### config.mk
export PLATFORM = sky130hd
export DESIGN_NAME = sae_audio_port
export DESIGN_NICKNAME = d
export VERILOG_FILES = /design/src/include/sae_pkg.sv /design/src/hdl/sae_sync_edge.sv /design/src/hdl/sae_audio_port.sv
export SDC_FILE = /design/constraint.sdc
export NUM_CORES = 1
export LEC_CHECK = 0
export ABC_AREA = 1
export BUFFER_PORTS_ARGS = -buffer_cell sky130_fd_sc_hd__buf_2
export CAP_MARGIN = 20
export CORE_ASPECT_RATIO = 1.1
export CORE_MARGIN = 4
export CORE_UTILIZATION = 52
export DETAILED_ROUTE_END_ITERATION = 10
export MAX_ROUTING_LAYER = met4
export PLACE_DENSITY = 0.77
export SLEW_MARGIN = 15
export SYNTH_ARGS = -nofsm -noshare
export SYNTH_HDL_FRONTEND = slang
export SYNTH_SLANG_ARGS = --single-unit
### constraint.sdc
create_clock -name i_ref_clk -period 2 [get_ports i_ref_clk]
set_clock_uncertainty 0.1 [all_clocks]
set_input_delay 0.2 -clock i_ref_clk [delete_from_list [all_inputs] [get_ports i_ref_clk]]
set_output_delay 0.2 -clock i_ref_clk [all_outputs]
set_load 0.02 [all_outputs]
### src/include/sae_pkg.sv
/*
  Package for the serial audio port with its second control register:
  register offsets, field positions, carrier structs and framing codes.
  Assumes a 32-bit word-wide register port with byte offsets on word boundaries.
*/
package sae_pkg;

  // ----------------------------------------------------------------
  // Register map
  // ----------------------------------------------------------------
  localparam int          ADDR_W          = 8;
  localparam int          DATA_W          = 32;
  localparam logic [7:0]  OFS_CTL_ONE     = 8'h00;
  localparam logic [7:0]  OFS_CTL_TWO     = 8'h04;
  localparam logic [7:0]  OFS_STATUS      = 8'h08;
  localparam logic [7:0]  OFS_MASK        = 8'h0C;
  localparam logic [7:0]  OFS_TX_DATA     = 8'h10;
  localparam logic [7:0]  OFS_RX_DATA     = 8'h14;

  // ----------------------------------------------------------------
  // Field positions
  // ----------------------------------------------------------------
  localparam int          CTL1_ON_BIT     = 15;
  localparam int          C2_SIGN_EXT     = 15;
  localparam int          C2_FRM_ERR_EN   = 12;
  localparam int          C2_OVF_EN       = 11;
  localparam int          C2_UDR_EN       = 10;
  localparam int          C2_IGN_OVF      = 9;
  localparam int          C2_IGN_UDR      = 8;
  localparam int          C2_AUD_EN       = 7;
  localparam int          C2_MONO         = 3;
  localparam int          C2_PROTO_LSB    = 0;
  localparam int          ST_EVT_LSB      = 0;
  localparam int          ST_RX_FULL      = 8;
  localparam int          ST_TX_FULL      = 9;
  localparam int          ST_HALTED       = 10;
  localparam int          EVT_W           = 3;
  localparam logic [31:0] WORD_ZERO       = 32'h0000_0000;

  // ----------------------------------------------------------------
  // Framing codes
  // ----------------------------------------------------------------
  localparam logic [1:0]  PROTO_I2S       = 2'h0;
  localparam logic [1:0]  PROTO_LEFT_J    = 2'h1;
  localparam logic [1:0]  PROTO_RIGHT_J   = 2'h2;
  localparam logic [1:0]  PROTO_PCM       = 2'h3;

  // ----------------------------------------------------------------
  // Carriers
  // ----------------------------------------------------------------
  typedef struct packed {
    logic       rx_sign_extend;
    logic       frame_error_event_en;
    logic       rx_overflow_event_en;
    logic       tx_underrun_event_en;
    logic       ignore_rx_overflow;
    logic       ignore_tx_underrun;
    logic       audio_protocol_en;
    logic       audio_mono_format;
    logic [1:0] audio_protocol_select;
  } sae_ctl2_t;

  localparam sae_ctl2_t CTL2_RESET = '0;

  typedef struct packed {
    logic tx_underrun_flag;
    logic rx_overflow_flag;
    logic frame_error_flag;
  } sae_evt_t;

  typedef struct packed {
    logic bclk;
    logic frame;
    logic sdi;
  } sae_link_in_t;

endpackage

### src/hdl/sae_sync_edge.sv
/*
  Two-flop synchroniser with edge detection for a group of slow pins.
  Assumes the pins change far slower than the sampling clock.
*/
`timescale 1ns/100ps
module sae_sync_edge #(
  parameter int W = 3
) (
  // Clock and reset
  input  wire logic         i_ref_clk,
  input  wire logic         i_rstn,
  // Pins and results
  input  wire logic [W-1:0] i_async,
  output logic      [W-1:0] o_level,
  output logic      [W-1:0] o_rise,
  output logic      [W-1:0] o_fall
);

  logic [W-1:0] meta_q;
  logic [W-1:0] sync_q;
  logic [W-1:0] prev_q;

  // ----------------------------------------------------------------
  // Sampling chain
  // ----------------------------------------------------------------
  // First stage feeds only the second stage
  always_ff @(posedge i_ref_clk or negedge i_rstn)
  begin
    if (!i_rstn)
    begin
      meta_q <= '0;
      sync_q <= '0;
      prev_q <= '0;
    end
    else
    begin
      meta_q <= i_async;
      sync_q <= meta_q;
      prev_q <= sync_q;
    end
  end

  assign o_level = sync_q;
  assign o_rise  = sync_q & ~prev_q;
  assign o_fall  = ~sync_q & prev_q;

endmodule // sae_sync_edge

### src/hdl/sae_audio_port.sv
/*
  Serial audio / plain serial slave port with its second control register,
  sticky error events, mask and one error interrupt.
  Assumes the partner drives bit clock and frame (word select or chip select,
  low active) far slower than i_ref_clk; one-word transmit and receive holding registers.
*/
// The strobed register port and the address map are this design's own decisions.
`timescale 1ns/100ps

module sae_audio_port
  import sae_pkg::*;
#(
  parameter int WORD_W = 16
) (
  // Clock and reset
  input  wire logic                        i_ref_clk,
  input  wire logic                        i_rstn,
  // Register port
  input  wire logic [sae_pkg::ADDR_W-1:0]  i_addr,
  input  wire logic [sae_pkg::DATA_W-1:0]  i_wdata,
  input  wire logic                        i_wr,
  input  wire logic                        i_rd,
  output logic      [sae_pkg::DATA_W-1:0]  o_rdata,
  // Serial link
  input  wire sae_pkg::sae_link_in_t       i_link,
  output logic                             o_sdo,
  // Interrupt
  output logic                             o_err_irq
);
  import sae_pkg::*;

  localparam int                CW      = $clog2(WORD_W + 1);
  localparam logic [CW-1:0]     CNT_END = CW'(WORD_W);
  localparam logic [CW-1:0]     CNT_ONE = CW'(1);

  // Refuse widths the shift engine cannot hold
  if (WORD_W < 2 || WORD_W > DATA_W)
  begin : g_bad_width
    $error("WORD_W must lie between 2 and 32");
  end

  // ----------------------------------------------------------------
  // Pin sampling
  // ----------------------------------------------------------------
  sae_link_in_t lvl;
  sae_link_in_t rise;
  sae_link_in_t fall;

  sae_sync_edge #(.W(3)) u_sync (
    .i_ref_clk (i_ref_clk),
    .i_rstn    (i_rstn),
    .i_async   (i_link),
    .o_level   (lvl),
    .o_rise    (rise),
    .o_fall    (fall)
  );

  // ----------------------------------------------------------------
  // Registers
  // ----------------------------------------------------------------
  logic                on_q;
  sae_ctl2_t           ctl2_q;
  sae_evt_t            status_q;
  sae_evt_t            mask_q;
  logic                halted_q;
  logic [WORD_W-1:0]   tx_buf_q;
  logic                tx_full_q;
  logic [WORD_W-1:0]   rx_buf_q;
  logic                rx_full_q;
  logic [DATA_W-1:0]   rdata_q;
  logic                irq_q;

  logic wr_ctl1;
  logic wr_ctl2;
  logic wr_stat;
  logic wr_mask;
  logic wr_tx;
  logic rd_rx;

  assign wr_ctl1 = i_wr && (i_addr == OFS_CTL_ONE);
  assign wr_ctl2 = i_wr && (i_addr == OFS_CTL_TWO);
  assign wr_stat = i_wr && (i_addr == OFS_STATUS);
  assign wr_mask = i_wr && (i_addr == OFS_MASK);
  assign wr_tx   = i_wr && (i_addr == OFS_TX_DATA);
  assign rd_rx   = i_rd && (i_addr == OFS_RX_DATA);

  // Effective audio settings
  logic       aud;
  logic       mono;
  logic [1:0] proto;
  assign aud   = ctl2_q.audio_protocol_en;
  assign mono  = aud && ctl2_q.audio_mono_format;
  assign proto = aud ? ctl2_q.audio_protocol_select : PROTO_I2S;

  // ----------------------------------------------------------------
  // Serial engine decode
  // ----------------------------------------------------------------
  logic              active;
  logic              slot_q;
  logic              chan_q;
  logic              skip_q;
  logic [CW-1:0]     cnt_q;
  logic [WORD_W-1:0] rx_sh_q;
  logic [WORD_W-1:0] tx_sh_q;
  logic [WORD_W-1:0] mono_word_q;
  logic              sdo_q;

  logic              frame_start;
  logic              frame_end;
  logic              word_done;
  logic              auto_start;
  logic              start_now;
  logic              start_chan;
  logic              start_delay;
  logic              mid_word;
  logic              frm_err;
  logic              ovf;
  logic              udr;
  logic [WORD_W-1:0] rx_word;
  logic [WORD_W-1:0] load_word;
  logic              take_tx;

  assign active   = on_q && !halted_q;
  assign mid_word = slot_q && (cnt_q != '0) && (cnt_q != CNT_END);

  always_comb
  begin
    frame_start = 1'b0;
    frame_end   = 1'b0;
    start_chan  = 1'b0;
    start_delay = 1'b0;
    if (!aud)
    begin
      frame_start = fall.frame;
      frame_end   = rise.frame;
    end
    else if (proto == PROTO_PCM)
    begin
      frame_start = rise.frame;
      start_delay = 1'b1;
    end
    else
    begin
      // Slot width equals word width, so right-justified aligns like left
      frame_start = rise.frame || fall.frame;
      start_chan  = (proto == PROTO_I2S) ? lvl.frame : !lvl.frame;
      start_delay = (proto == PROTO_I2S);
    end
  end

  assign word_done  = active && slot_q && rise.bclk && !skip_q && (cnt_q == CNT_END - CNT_ONE);
  // Plain mode repeats words while selected; PCM follows left with right
  assign auto_start = word_done && (aud ? ((proto == PROTO_PCM) && !chan_q) : !lvl.frame);
  assign start_now  = active && (frame_start || auto_start);
  assign frm_err    = active && (frame_start || frame_end) && mid_word;
  assign rx_word    = {rx_sh_q[WORD_W-2:0], lvl.sdi};
  assign ovf        = word_done && rx_full_q && !rd_rx;

  logic next_chan;
  assign next_chan = auto_start ? aud : start_chan;

  always_comb
  begin
    take_tx   = 1'b0;
    udr       = 1'b0;
    load_word = '0;
    if (start_now)
    begin
      if (mono && next_chan)
        load_word = mono_word_q;
      else if (tx_full_q)
      begin
        load_word = tx_buf_q;
        take_tx   = 1'b1;
      end
      else
        udr = 1'b1;
    end
  end

  // ----------------------------------------------------------------
  // Shift engine
  // ----------------------------------------------------------------
  always_ff @(posedge i_ref_clk or negedge i_rstn)
  begin
    if (!i_rstn)
    begin
      slot_q  <= 1'b0;
      chan_q  <= 1'b0;
      skip_q  <= 1'b0;
      cnt_q   <= '0;
      rx_sh_q <= '0;
    end
    else if (!active || (!aud && frame_end))
    begin
      slot_q <= 1'b0;
      cnt_q  <= '0;
      skip_q <= 1'b0;
    end
    else if (start_now)
    begin
      slot_q <= 1'b1;
      chan_q <= next_chan;
      skip_q <= start_delay && !auto_start;
      cnt_q  <= '0;
    end
    else if (slot_q && rise.bclk)
    begin
      if (skip_q)
        skip_q <= 1'b0;
      else if (cnt_q != CNT_END)
      begin
        rx_sh_q <= rx_word;
        cnt_q   <= cnt_q + CNT_ONE;
      end
    end
  end

  always_ff @(posedge i_ref_clk or negedge i_rstn)
  begin
    if (!i_rstn)
    begin
      tx_sh_q     <= '0;
      sdo_q       <= 1'b0;
      mono_word_q <= '0;
    end
    else if (!active)
    begin
      sdo_q   <= 1'b0;
      tx_sh_q <= '0;
    end
    else if (start_now)
    begin
      if (!next_chan)
        mono_word_q <= load_word;
      // Delayed framings put the first bit out on the next falling edge
      if (skip_q || (start_delay && !auto_start))
      begin
        tx_sh_q <= load_word;
        sdo_q   <= 1'b0;
      end
      else
      begin
        tx_sh_q <= {load_word[WORD_W-2:0], 1'b0};
        sdo_q   <= load_word[WORD_W-1];
      end
    end
    else if (slot_q && fall.bclk)
    begin
      sdo_q   <= tx_sh_q[WORD_W-1];
      tx_sh_q <= {tx_sh_q[WORD_W-2:0], 1'b0};
    end
  end

  // ----------------------------------------------------------------
  // Holding registers
  // ----------------------------------------------------------------
  always_ff @(posedge i_ref_clk or negedge i_rstn)
  begin
    if (!i_rstn)
    begin
      tx_buf_q  <= '0;
      tx_full_q <= 1'b0;
    end
    else if (wr_tx)
    begin
      // A write beside a load refills the buffer
      tx_buf_q  <= i_wdata[WORD_W-1:0];
      tx_full_q <= 1'b1;
    end
    else if (take_tx)
      tx_full_q <= 1'b0;
  end

  always_ff @(posedge i_ref_clk or negedge i_rstn)
  begin
    if (!i_rstn)
    begin
      rx_buf_q  <= '0;
      rx_full_q <= 1'b0;
    end
    else if (word_done && (!rx_full_q || rd_rx))
    begin
      rx_buf_q  <= rx_word;
      rx_full_q <= 1'b1;
    end
    else if (rd_rx)
      rx_full_q <= 1'b0;
    // Overflow leaves the held word untouched in both tolerance modes
  end

  always_ff @(posedge i_ref_clk or negedge i_rstn)
  begin
    if (!i_rstn)
      halted_q <= 1'b0;
    else if (!on_q)
      halted_q <= 1'b0;
    else if (ovf && !ctl2_q.ignore_rx_overflow)
      halted_q <= 1'b1;
    else if (udr && !ctl2_q.ignore_tx_underrun)
      halted_q <= 1'b1;
  end

  // ----------------------------------------------------------------
  // Control registers
  // ----------------------------------------------------------------
  always_ff @(posedge i_ref_clk or negedge i_rstn)
  begin
    if (!i_rstn)
      on_q <= 1'b0;
    else if (wr_ctl1)
      on_q <= i_wdata[CTL1_ON_BIT];
  end

  always_ff @(posedge i_ref_clk or negedge i_rstn)
  begin
    if (!i_rstn)
      ctl2_q <= CTL2_RESET;
    else if (wr_ctl2)
    begin
      ctl2_q.rx_sign_extend       <= i_wdata[C2_SIGN_EXT];
      ctl2_q.frame_error_event_en <= i_wdata[C2_FRM_ERR_EN];
      ctl2_q.rx_overflow_event_en <= i_wdata[C2_OVF_EN];
      ctl2_q.tx_underrun_event_en <= i_wdata[C2_UDR_EN];
      ctl2_q.ignore_rx_overflow   <= i_wdata[C2_IGN_OVF];
      ctl2_q.ignore_tx_underrun   <= i_wdata[C2_IGN_UDR];
      if (!on_q)
      begin
        ctl2_q.audio_protocol_en     <= i_wdata[C2_AUD_EN];
        ctl2_q.audio_mono_format     <= i_wdata[C2_MONO];
        ctl2_q.audio_protocol_select <= i_wdata[C2_PROTO_LSB +: 2];
      end
    end
  end

  // ----------------------------------------------------------------
  // Events and interrupt
  // ----------------------------------------------------------------
  sae_evt_t evt;
  assign evt.frame_error_flag = frm_err && ctl2_q.frame_error_event_en;
  assign evt.rx_overflow_flag = ovf && ctl2_q.rx_overflow_event_en;
  assign evt.tx_underrun_flag = udr && ctl2_q.tx_underrun_event_en;

  always_ff @(posedge i_ref_clk or negedge i_rstn)
  begin
    if (!i_rstn)
      status_q <= '0;
    else if (wr_stat)
      status_q <= (status_q & ~sae_evt_t'(i_wdata[ST_EVT_LSB +: EVT_W])) | evt;
    else
      status_q <= status_q | evt;
  end

  always_ff @(posedge i_ref_clk or negedge i_rstn)
  begin
    if (!i_rstn)
      mask_q <= '0;
    else if (wr_mask)
      mask_q <= sae_evt_t'(i_wdata[ST_EVT_LSB +: EVT_W]);
  end

  always_ff @(posedge i_ref_clk or negedge i_rstn)
  begin
    if (!i_rstn)
      irq_q <= 1'b0;
    else
      irq_q <= |(status_q & mask_q);
  end

  // ----------------------------------------------------------------
  // Read path
  // ----------------------------------------------------------------
  logic [DATA_W-1:0] rd_mux;
  logic [DATA_W-1:0] rx_ext;

  always_comb
  begin
    rx_ext = WORD_ZERO;
    rx_ext[WORD_W-1:0] = rx_buf_q;
    if (ctl2_q.rx_sign_extend && rx_buf_q[WORD_W-1])
      rx_ext = rx_ext | ~(WORD_ZERO | {WORD_W{1'b1}});
  end

  always_comb
  begin
    rd_mux = WORD_ZERO;
    if (i_rd)
    begin
      unique case (i_addr)
        OFS_CTL_ONE: rd_mux[CTL1_ON_BIT] = on_q;
        OFS_CTL_TWO:
        begin
          // Unlisted positions stay zero
          rd_mux[C2_SIGN_EXT]        = ctl2_q.rx_sign_extend;
          rd_mux[C2_FRM_ERR_EN]      = ctl2_q.frame_error_event_en;
          rd_mux[C2_OVF_EN]          = ctl2_q.rx_overflow_event_en;
          rd_mux[C2_UDR_EN]          = ctl2_q.tx_underrun_event_en;
          rd_mux[C2_IGN_OVF]         = ctl2_q.ignore_rx_overflow;
          rd_mux[C2_IGN_UDR]         = ctl2_q.ignore_tx_underrun;
          rd_mux[C2_AUD_EN]          = ctl2_q.audio_protocol_en;
          rd_mux[C2_MONO]            = ctl2_q.audio_mono_format;
          rd_mux[C2_PROTO_LSB +: 2]  = ctl2_q.audio_protocol_select;
        end
        OFS_STATUS:
        begin
          rd_mux[ST_EVT_LSB +: EVT_W] = status_q;
          rd_mux[ST_RX_FULL]          = rx_full_q;
          rd_mux[ST_TX_FULL]          = tx_full_q;
          rd_mux[ST_HALTED]           = halted_q;
        end
        OFS_MASK:    rd_mux[ST_EVT_LSB +: EVT_W] = mask_q;
        OFS_RX_DATA: rd_mux = rx_ext;
        default:     rd_mux = WORD_ZERO;
      endcase
    end
  end

  always_ff @(posedge i_ref_clk or negedge i_rstn)
  begin
    if (!i_rstn)
      rdata_q <= WORD_ZERO;
    else
      rdata_q <= rd_mux;
  end

  assign o_rdata   = rdata_q;
  assign o_sdo     = sdo_q;
  assign o_err_irq = irq_q;

endmodule // sae_audio_port

; ---- Yosys cells after proc, flatten, opt, wreduce, memory -nomap -nowiden
; Index checks and enable logic that the tools add are counted.
[totals]
reg_bits = 150
inputBits = 47
out_inout_bits = 34
word_cells = 181
[classes]
n_addsub = 1
eq_ne = 11
n_mux = 57
bitwise = 14
n_reduce_logical = 64
[ops]
columns = cell, n
row1 = 2-to-1 mux 16 bit, 7
row2 = 2-to-1 mux 32 bit, 2
row3 = logical AND 1 bit, 33
row4 = 2-to-1 mux 1 bit, 32
row5 = 2-to-1 mux 5 bit, 5
row6 = "== test 8 x 4 -> 1 bit, second input constant", 2
row7 = "== test 8 x 5 -> 1 bit, second input constant", 2
row8 = AND 3 bit, 4
row9 = zero test 1 bit, 11
row10 = "!= test 3 x 1 -> 1 bit, second input constant", 3
row11 = NOT 3 bit, 3
row12 = case mux 3 bit (3 select lines), 1
row13 = "== test 8 x 3 -> 1 bit, second input constant", 1
row14 = zero test 8 bit, 1
row15 = case mux 2 bit (4 select lines), 1
row16 = logical OR 1 bit, 6
row17 = 2-to-1 mux 3 bit, 2
row18 = bitwise OR 3 bit, 2
row19 = case mux 1 bit (3 select lines), 2
row20 = AND reduction 3 bit, 2
row21 = nonzero test 2 bit, 3
row22 = nonzero test 3 bit, 2
row23 = "adder 5 x 1 -> 5 bit, second input constant", 1
row24 = "== test 5 x 4 -> 1 bit, second input constant", 1
row25 = 11 further kinds, 18

; ---- Logic depth before layout (Yosys ltp)
[depth]
depth_word = 15
mapped_depth = 17
depth_no_buf = 14

; ---- By module
; From an unflattened synthesis, not the netlist that was laid out.
[hier_totals]
cells_unflattened = 761
hier_area_um2 = 6341.1
[by_module_without_submodules]
columns = mod, n_inst, cells_each, area_each_um2, seq_area_each_um2
row1 = sae_audio_port, 1, 740, 6070.8, 3153.0
row2 = sae_sync_edge, 1, 21, 270.3, 225.2

; ---- Worst setup path after synthesis
; OpenSTA, ideal clock, no wires.
[synth_timing]
path_type = flip-flop to flip-flop
from = reg ctl2_q (netlist bit aud)
to = reg mono_word_q[12]
setup_ns = 0.124
t_arrival_ns = 1.980
t_required_ns = 1.776
slack_ns = -0.203
path_stages_with_launch = 16
path_buffers = 3
synth_period_minus_slack_ns = 2.203
cell_sequence = dfrtp_1 -> buf_4 -> clkbuf_1 -> nand2_1 -> inv_1 -> ha_1 -> nand3_1 -> nand2_1 -> nand3_4 -> nand2_4 -> nand2_4 -> inv_1 -> nand2_2 -> buf_4 -> a21oi_1 -> a21oi_1
[synth_via]
elab_chain_cells = 8
word_cells_on_any_way = 19
classes_between = 1 x eq/ne / 9 x mux / 1 x bitwise / 8 x reduce/logical
[synth_rtl]
columns = item, line_no
row1 = from (decl), sae_audio_port.sv:62  ; sae_ctl2_t ctl2_q;
row2 = 2-to-1 mux 2 bit, sae_audio_port.sv:93  ; assign proto = aud ? ctl2_q.audio_protocol_select : PROTO_I2S;
row3 = zero test 2 bit or == test 2 bit (tied branches), "sae_audio_port.sv:146, sae_audio_port.sv:137, sae_audio_port.sv:153"
row4 = 2-to-1 mux 1 bit or logical AND 1 bit (tied branches), "sae_audio_port.sv:146, sae_audio_port.sv:153"
row5 = "2-to-1 mux 1 bit, on equally long branches", "sae_audio_port.sv:137, sae_audio_port.sv:153"
row6 = 2-to-1 mux 1 bit or logical AND 1 bit (tied branches), "sae_audio_port.sv:132, sae_audio_port.sv:153"
row7 = 2-to-1 mux 1 bit or logical OR 1 bit (tied branches), "sae_audio_port.sv:160, sae_audio_port.sv:154"
row8 = NOT 1 bit (no line) (tied with other cells), -
row9 = AND reduction 3 bit (no line) or 2-to-1 mux 16 bit (tied branches), -
row10 = to (signal assigned), sae_audio_port.sv:235  ; mono_word_q <= load_word;
row11 = to (decl), sae_audio_port.sv:105  ; logic [WORD_W-1:0] mono_word_q;
; Several ways; a longest one is shown, not always the timed one.
; A chain may end at the register's enable or synchronous reset.

; ---- Worst setup path after layout
[layout_timing]
from = reg cnt_q[1]
to = reg tx_sh_q[2]
[layout_via]
elab_chain_cells = 9
word_cells_on_any_way = 15
classes_between = 2 x eq/ne / 5 x mux / 8 x reduce/logical
[layout_rtl]
columns = item, line_no
row1 = from (decl), sae_audio_port.sv:102  ; logic [CW-1:0] cnt_q;
row2 = from (signal assigned), sae_audio_port.sv:214  ; cnt_q <= cnt_q + CNT_ONE;
row3 = == test 5 x 4 -> 1 bit *, sae_audio_port.sv:151  ; assign word_done = active && slot_q && rise.bclk && !skip_q && (cnt_q == CNT_END - CNT_ONE);
row4 = logical AND 1 bit *, sae_audio_port.sv:151
row5 = logical AND 1 bit *, sae_audio_port.sv:153  ; assign auto_start = word_done && (aud ? ((proto == PROTO_PCM) && !chan_q) : !lvl.frame);
row6 = 2-to-1 mux 1 bit or zero test 1 bit (tied branches), "sae_audio_port.sv:160, sae_audio_port.sv:237"
row7 = "logical AND 1 bit, on equally long branches", "sae_audio_port.sv:169, sae_audio_port.sv:237"
row8 = 2-to-1 mux 16 bit or logical OR 1 bit (tied branches), "sae_audio_port.sv:169, sae_audio_port.sv:237"
row9 = 2-to-1 mux 16 bit, sae_audio_port.sv:237  ; if (skip_q || (start_delay && !auto_start))
row10 = 2-to-1 mux 16 bit, sae_audio_port.sv:232  ; else if (start_now)
row11 = 2-to-1 mux 16 bit, sae_audio_port.sv:227  ; else if (!active)
row12 = to (signal assigned), sae_audio_port.sv:239  ; tx_sh_q <= load_word;
row13 = to (signal assigned), sae_audio_port.sv:244  ; tx_sh_q <= {load_word[WORD_W-2:0], 1'b0};
row14 = to (signal assigned), sae_audio_port.sv:251  ; tx_sh_q <= {tx_sh_q[WORD_W-2:0], 1'b0};
row15 = to (decl), sae_audio_port.sv:104  ; logic [WORD_W-1:0] tx_sh_q;
; Every way passes the cells marked *; elsewhere a longest branch is shown, timed or not.

==> flow_metrics.py <==
metrics = {
    "clock_tree": {
        "clkTransAtPathRegs_ns": 0.06,
        "htreeDepth": 4,
        "clock_latency_ns": 0.43,
        "clk_path_buf_depth": 2,
        "clock_sinks": 134,
        "root_buffer": "clkbuf_16",
        "cts_tree": "built",
        "cts_buffers": 17,
    },
    "pwr": {
        "p_leak_nw": 4.090,
        "clkPwrFrac_pct": 41.9,
        "switching_share_pct": 29.52,
        "combPwrFrac_pct": 17.4,
        "pwr-share-seq_pct": 40.7,
        "irDropWorstVdd_mv": 0.8189,
        "power_density_mw_per_mm2": 904.4,
        "total_power_mw": 7.533,
        "intPower_mw": 5.309,
        "p_sw_mw": 2.224,
    },
    "synth": {
        "synth_nets": 778,
        "ys_types": 37,
        "synth-seq-cells": 134,
        "syn_area_per_cell_sq_um": 8.681,
        "syn-cell-area_sq_mm": 0.006285,
        "ys.warnings.count": 0,
        "yosysSeqAreaShare_pct": 53.35,
        "postSynthCellCount": 724,
    },
    "routing": {
        "drt_iter0_drc": 579,
        "drc_errors": 0,
        "vias": 5569,
        "drtPass1Iterations": 7,
        "wl_per_cell_um": 17.83,
        "finalWirelength_um": 17790,
        "viasPerCell": 5.580,
        "antenna_left": 0,
    },
    "die": {
        "dieArea_sq_mm": 0.01391,
        "rows": 41,
        "initial_core_util_pct": 53.97,
        "die_h_um": 123.3,
        "core_area_sq_mm": 0.01164,
        "io_pins": 81,
        "die_x_um": 112.8,
    },
    "critical_path": {
        "crit_buf_inv": 1,
        "worst-endpoint-required_ns": 2.22,
        "path_class": "reg -> reg",
        "slowest_delay_ns": 0.36,
        "reg2reg_to": "tx_sh_q[2]",
        "slowest_stage": "dfrtp_1",
        "rrSetupSlack_ns": -0.27,
        "worstPathArrival_ns": 2.48,
        "worstPathMaxFanout": 9,
        "cp-end-kind": "flip-flop",
        "startpoint_type": "flip-flop",
        "rr_startpoint": "cnt_q[1]",
        "reg2reg_depth": 13,
        "path_cells": "ha_2, and3_4, ha_4, nand2_4, nor2_4, nand3_4, nand2_8, buf_8, nand4_1, nand3_1, nand3_1, nand2_1, nand2_1",
        "critPathTopFamily": "simple AND/OR/NAND/NOR gates",
    },
    "min_path": {
        "holdPathStages": 3,
        "hold_end": "tx_buf_q[1]",
        "min_path_type": "in -> reg",
        "min-delay-start": "i_wdata[1]",
    },
    "status": {
        "status": "finished with violations",
        "violations": "setup timing",
    },
    "grt": {
        "grt_max_degree": 60,
        "antenna_found_initial": 0,
        "first_global_vias": 5364,
        "grt_use_total_pct": 24.46,
        "grt-ovfl-total": 0,
        "grt_pass1_wl_um": 25900,
    },
    "sta": {
        "tns_ns": -8.628,
        "setup_viol": 55,
        "fin_ws_ns": -0.2688,
        "max_clock_freq_mhz": 440.8,
        "hold_viol": 0,
        "period_share_pct": 113.4,
        "slew_violations": 0,
        "holdWs_ns": 0.03250,
        "rsz0062_at_grt": "yes",
        "worst_pin_slew_ns": 0.3848,
        "min_period_ns": 2.269,
        "maxSlewHeadroom_pct": 74.07,
    },
    "final_layout": {
        "area_growth_pct": 32.53,
        "layout-drive-gt1-share_pct": 29.60,
        "diodes": 0,
        "finalNetCount": 889,
        "utilization_pct": 71.53,
    },
    "place": {
        "io_buffers": 64,
        "place.gp.congestion": 0.8497,
        "dp_hpwl_um": 9982,
    },
    "run": {
        "maxCapViolCount": 0,
    },
}
## registers in the layout (all words and copies together) (netlist names), 2 cells and up
register / flops
u_sync.meta_q: 3
mask_q: 3
tx_buf_q: 16
tx_sh_q: 16
mono_word_q: 16
u_sync.o_level: 3
ctl2_q: 9
rx_buf_q: 16
cnt_q: 5
u_sync.prev_q: 2
status_q: 3
rx_sh_q: 15
o_rdata: 17
## layout make-up
type | count | area (sq um)
sequential | 134 | 3353
clock buffer | 18 | 429.2
inverter | 89 | 344.1
fill | 776 | 3316
clock inverter | 14 | 160.2
multi-input combinational | 461 | 2751
tap | 150 | 187.7
timing repair buffer | 132 | 1104
## worst reg2reg max path: stages (launching register included)
cell and delay [ns]:
dfrtp_1 0.36, ha_2 0.18, and3_4 0.19, ha_4 0.13, nand2_4 0.06, nor2_4 0.12
nand3_4 0.16, nand2_8 0.14, buf_8 0.14, nand4_1 0.18, nand3_1 0.15, nand3_1 0.11
nand2_1 0.08, nand2_1 0.05
## cells by family after synthesis
logic type,count (synthesis),synth area share [%]
simple gates,322,23.13
flops,134,53.35
buf+inv,132,9.735
compound gates,115,9.994
mux,11,1.971
fa+ha+maj,7,1.394
xor+xnor,3,0.4182
## worst max path at each step
stage / slack [ns] / cells after the start / end / start
after floorplan: -0.01 / 13 / tx_sh_q[3] / cnt_q[0]
after global placement: -0.08 / 13 / tx_sh_q[3] / cnt_q[0]
after detailed placement: -0.15 / 13 / tx_sh_q[3] / cnt_q[1]
after CTS: -0.16 / 13 / tx_sh_q[12] / cnt_q[1]
after global routing: -0.40 / 13 / tx_sh_q[2] / cnt_q[1]
final: -0.27 / 13 / tx_sh_q[2] / cnt_q[1]
## cells in the final DEF, fill, tap and decap left out, types with 11 or more instances in the layout
cell / n
buf_2: 63
o21ai_0: 43
nand2_1: 166
inv_1: 82
a21oi_1: 22
o21ai_2: 15
a21oi_2: 13
dlygate4sd3_1: 19
nor2_1: 25
nand2_4: 16
clkbuf_16: 22
nand3_1: 54
mux2_2: 11
buf_4: 33
nand4_1: 18
dfrtp_1: 134
nand2_2: 13
## timing repair
item,in CTS,in global routing
buffers inserted,2,8
gates resized for setup,20,88
hold endpoints to repair,162,0
pin swaps,5,16
endpoints found under the setup margin,54,60
hold buffers,19,0
gates cloned,3,6
## per-stage QoR
step	setup WS (ns)	cell area [sq um]	std cells
2_1_floorplan	-0.01482	6360	724
3_3_place_gp	-0.07669	6914	928
3_5_place_dp	-0.1526	6914	928
4_1_cts	-0.1561	7830	984
5_1_grt	-0.3955	8329	998
6_report	-0.2688	8329	998
## power groups by stage
stage	sequential (mW)	combinational, mW	clock [mW]
after detailed placement	3.10	0.994	0
after floorplan	3.08	0.628	0
after CTS	3.05	1.09	3.16
final	3.06	1.31	3.16
after global placement	3.09	0.955	0
after global routing	3.09	1.41	3.30
## metal layers
metal	vias to the layer above	GRT usage, %	wire length, um
met4	0	8.114	488
li1	2568	-	-
met2	214	40.33	9194
met3	44	6.461	1072
met1	2743	29.54	7037
met5	-	-	0
## synth_stat cells, drive strengths merged
library cell | count | area (sq um)
dfrtp | 134 | 3353
buf | 33 | 240.2
o21ai | 66 | 330.3
xnor2 | 1 | 8.760
a21oi | 35 | 175.2
ha | 7 | 87.58
nand3 | 65 | 355.3
or2 | 1 | 6.260
nand2 | 199 | 782.0
xor2 | 2 | 17.52
o32ai | 4 | 35.03
inv | 88 | 330.3
o31ai | 3 | 27.52
nor3 | 4 | 20.02
a31oi | 2 | 18.77
clkinv | 1 | 3.750
o211ai | 2 | 15.01
clkbuf | 10 | 37.54
o2111ai | 1 | 8.760
mux2 | 11 | 123.9
a41oi | 2 | 17.52
and3 | 1 | 6.260
nor2 | 34 | 171.4
nand4 | 18 | 112.6
No activity file was read; power rests on OpenSTA's default activity.
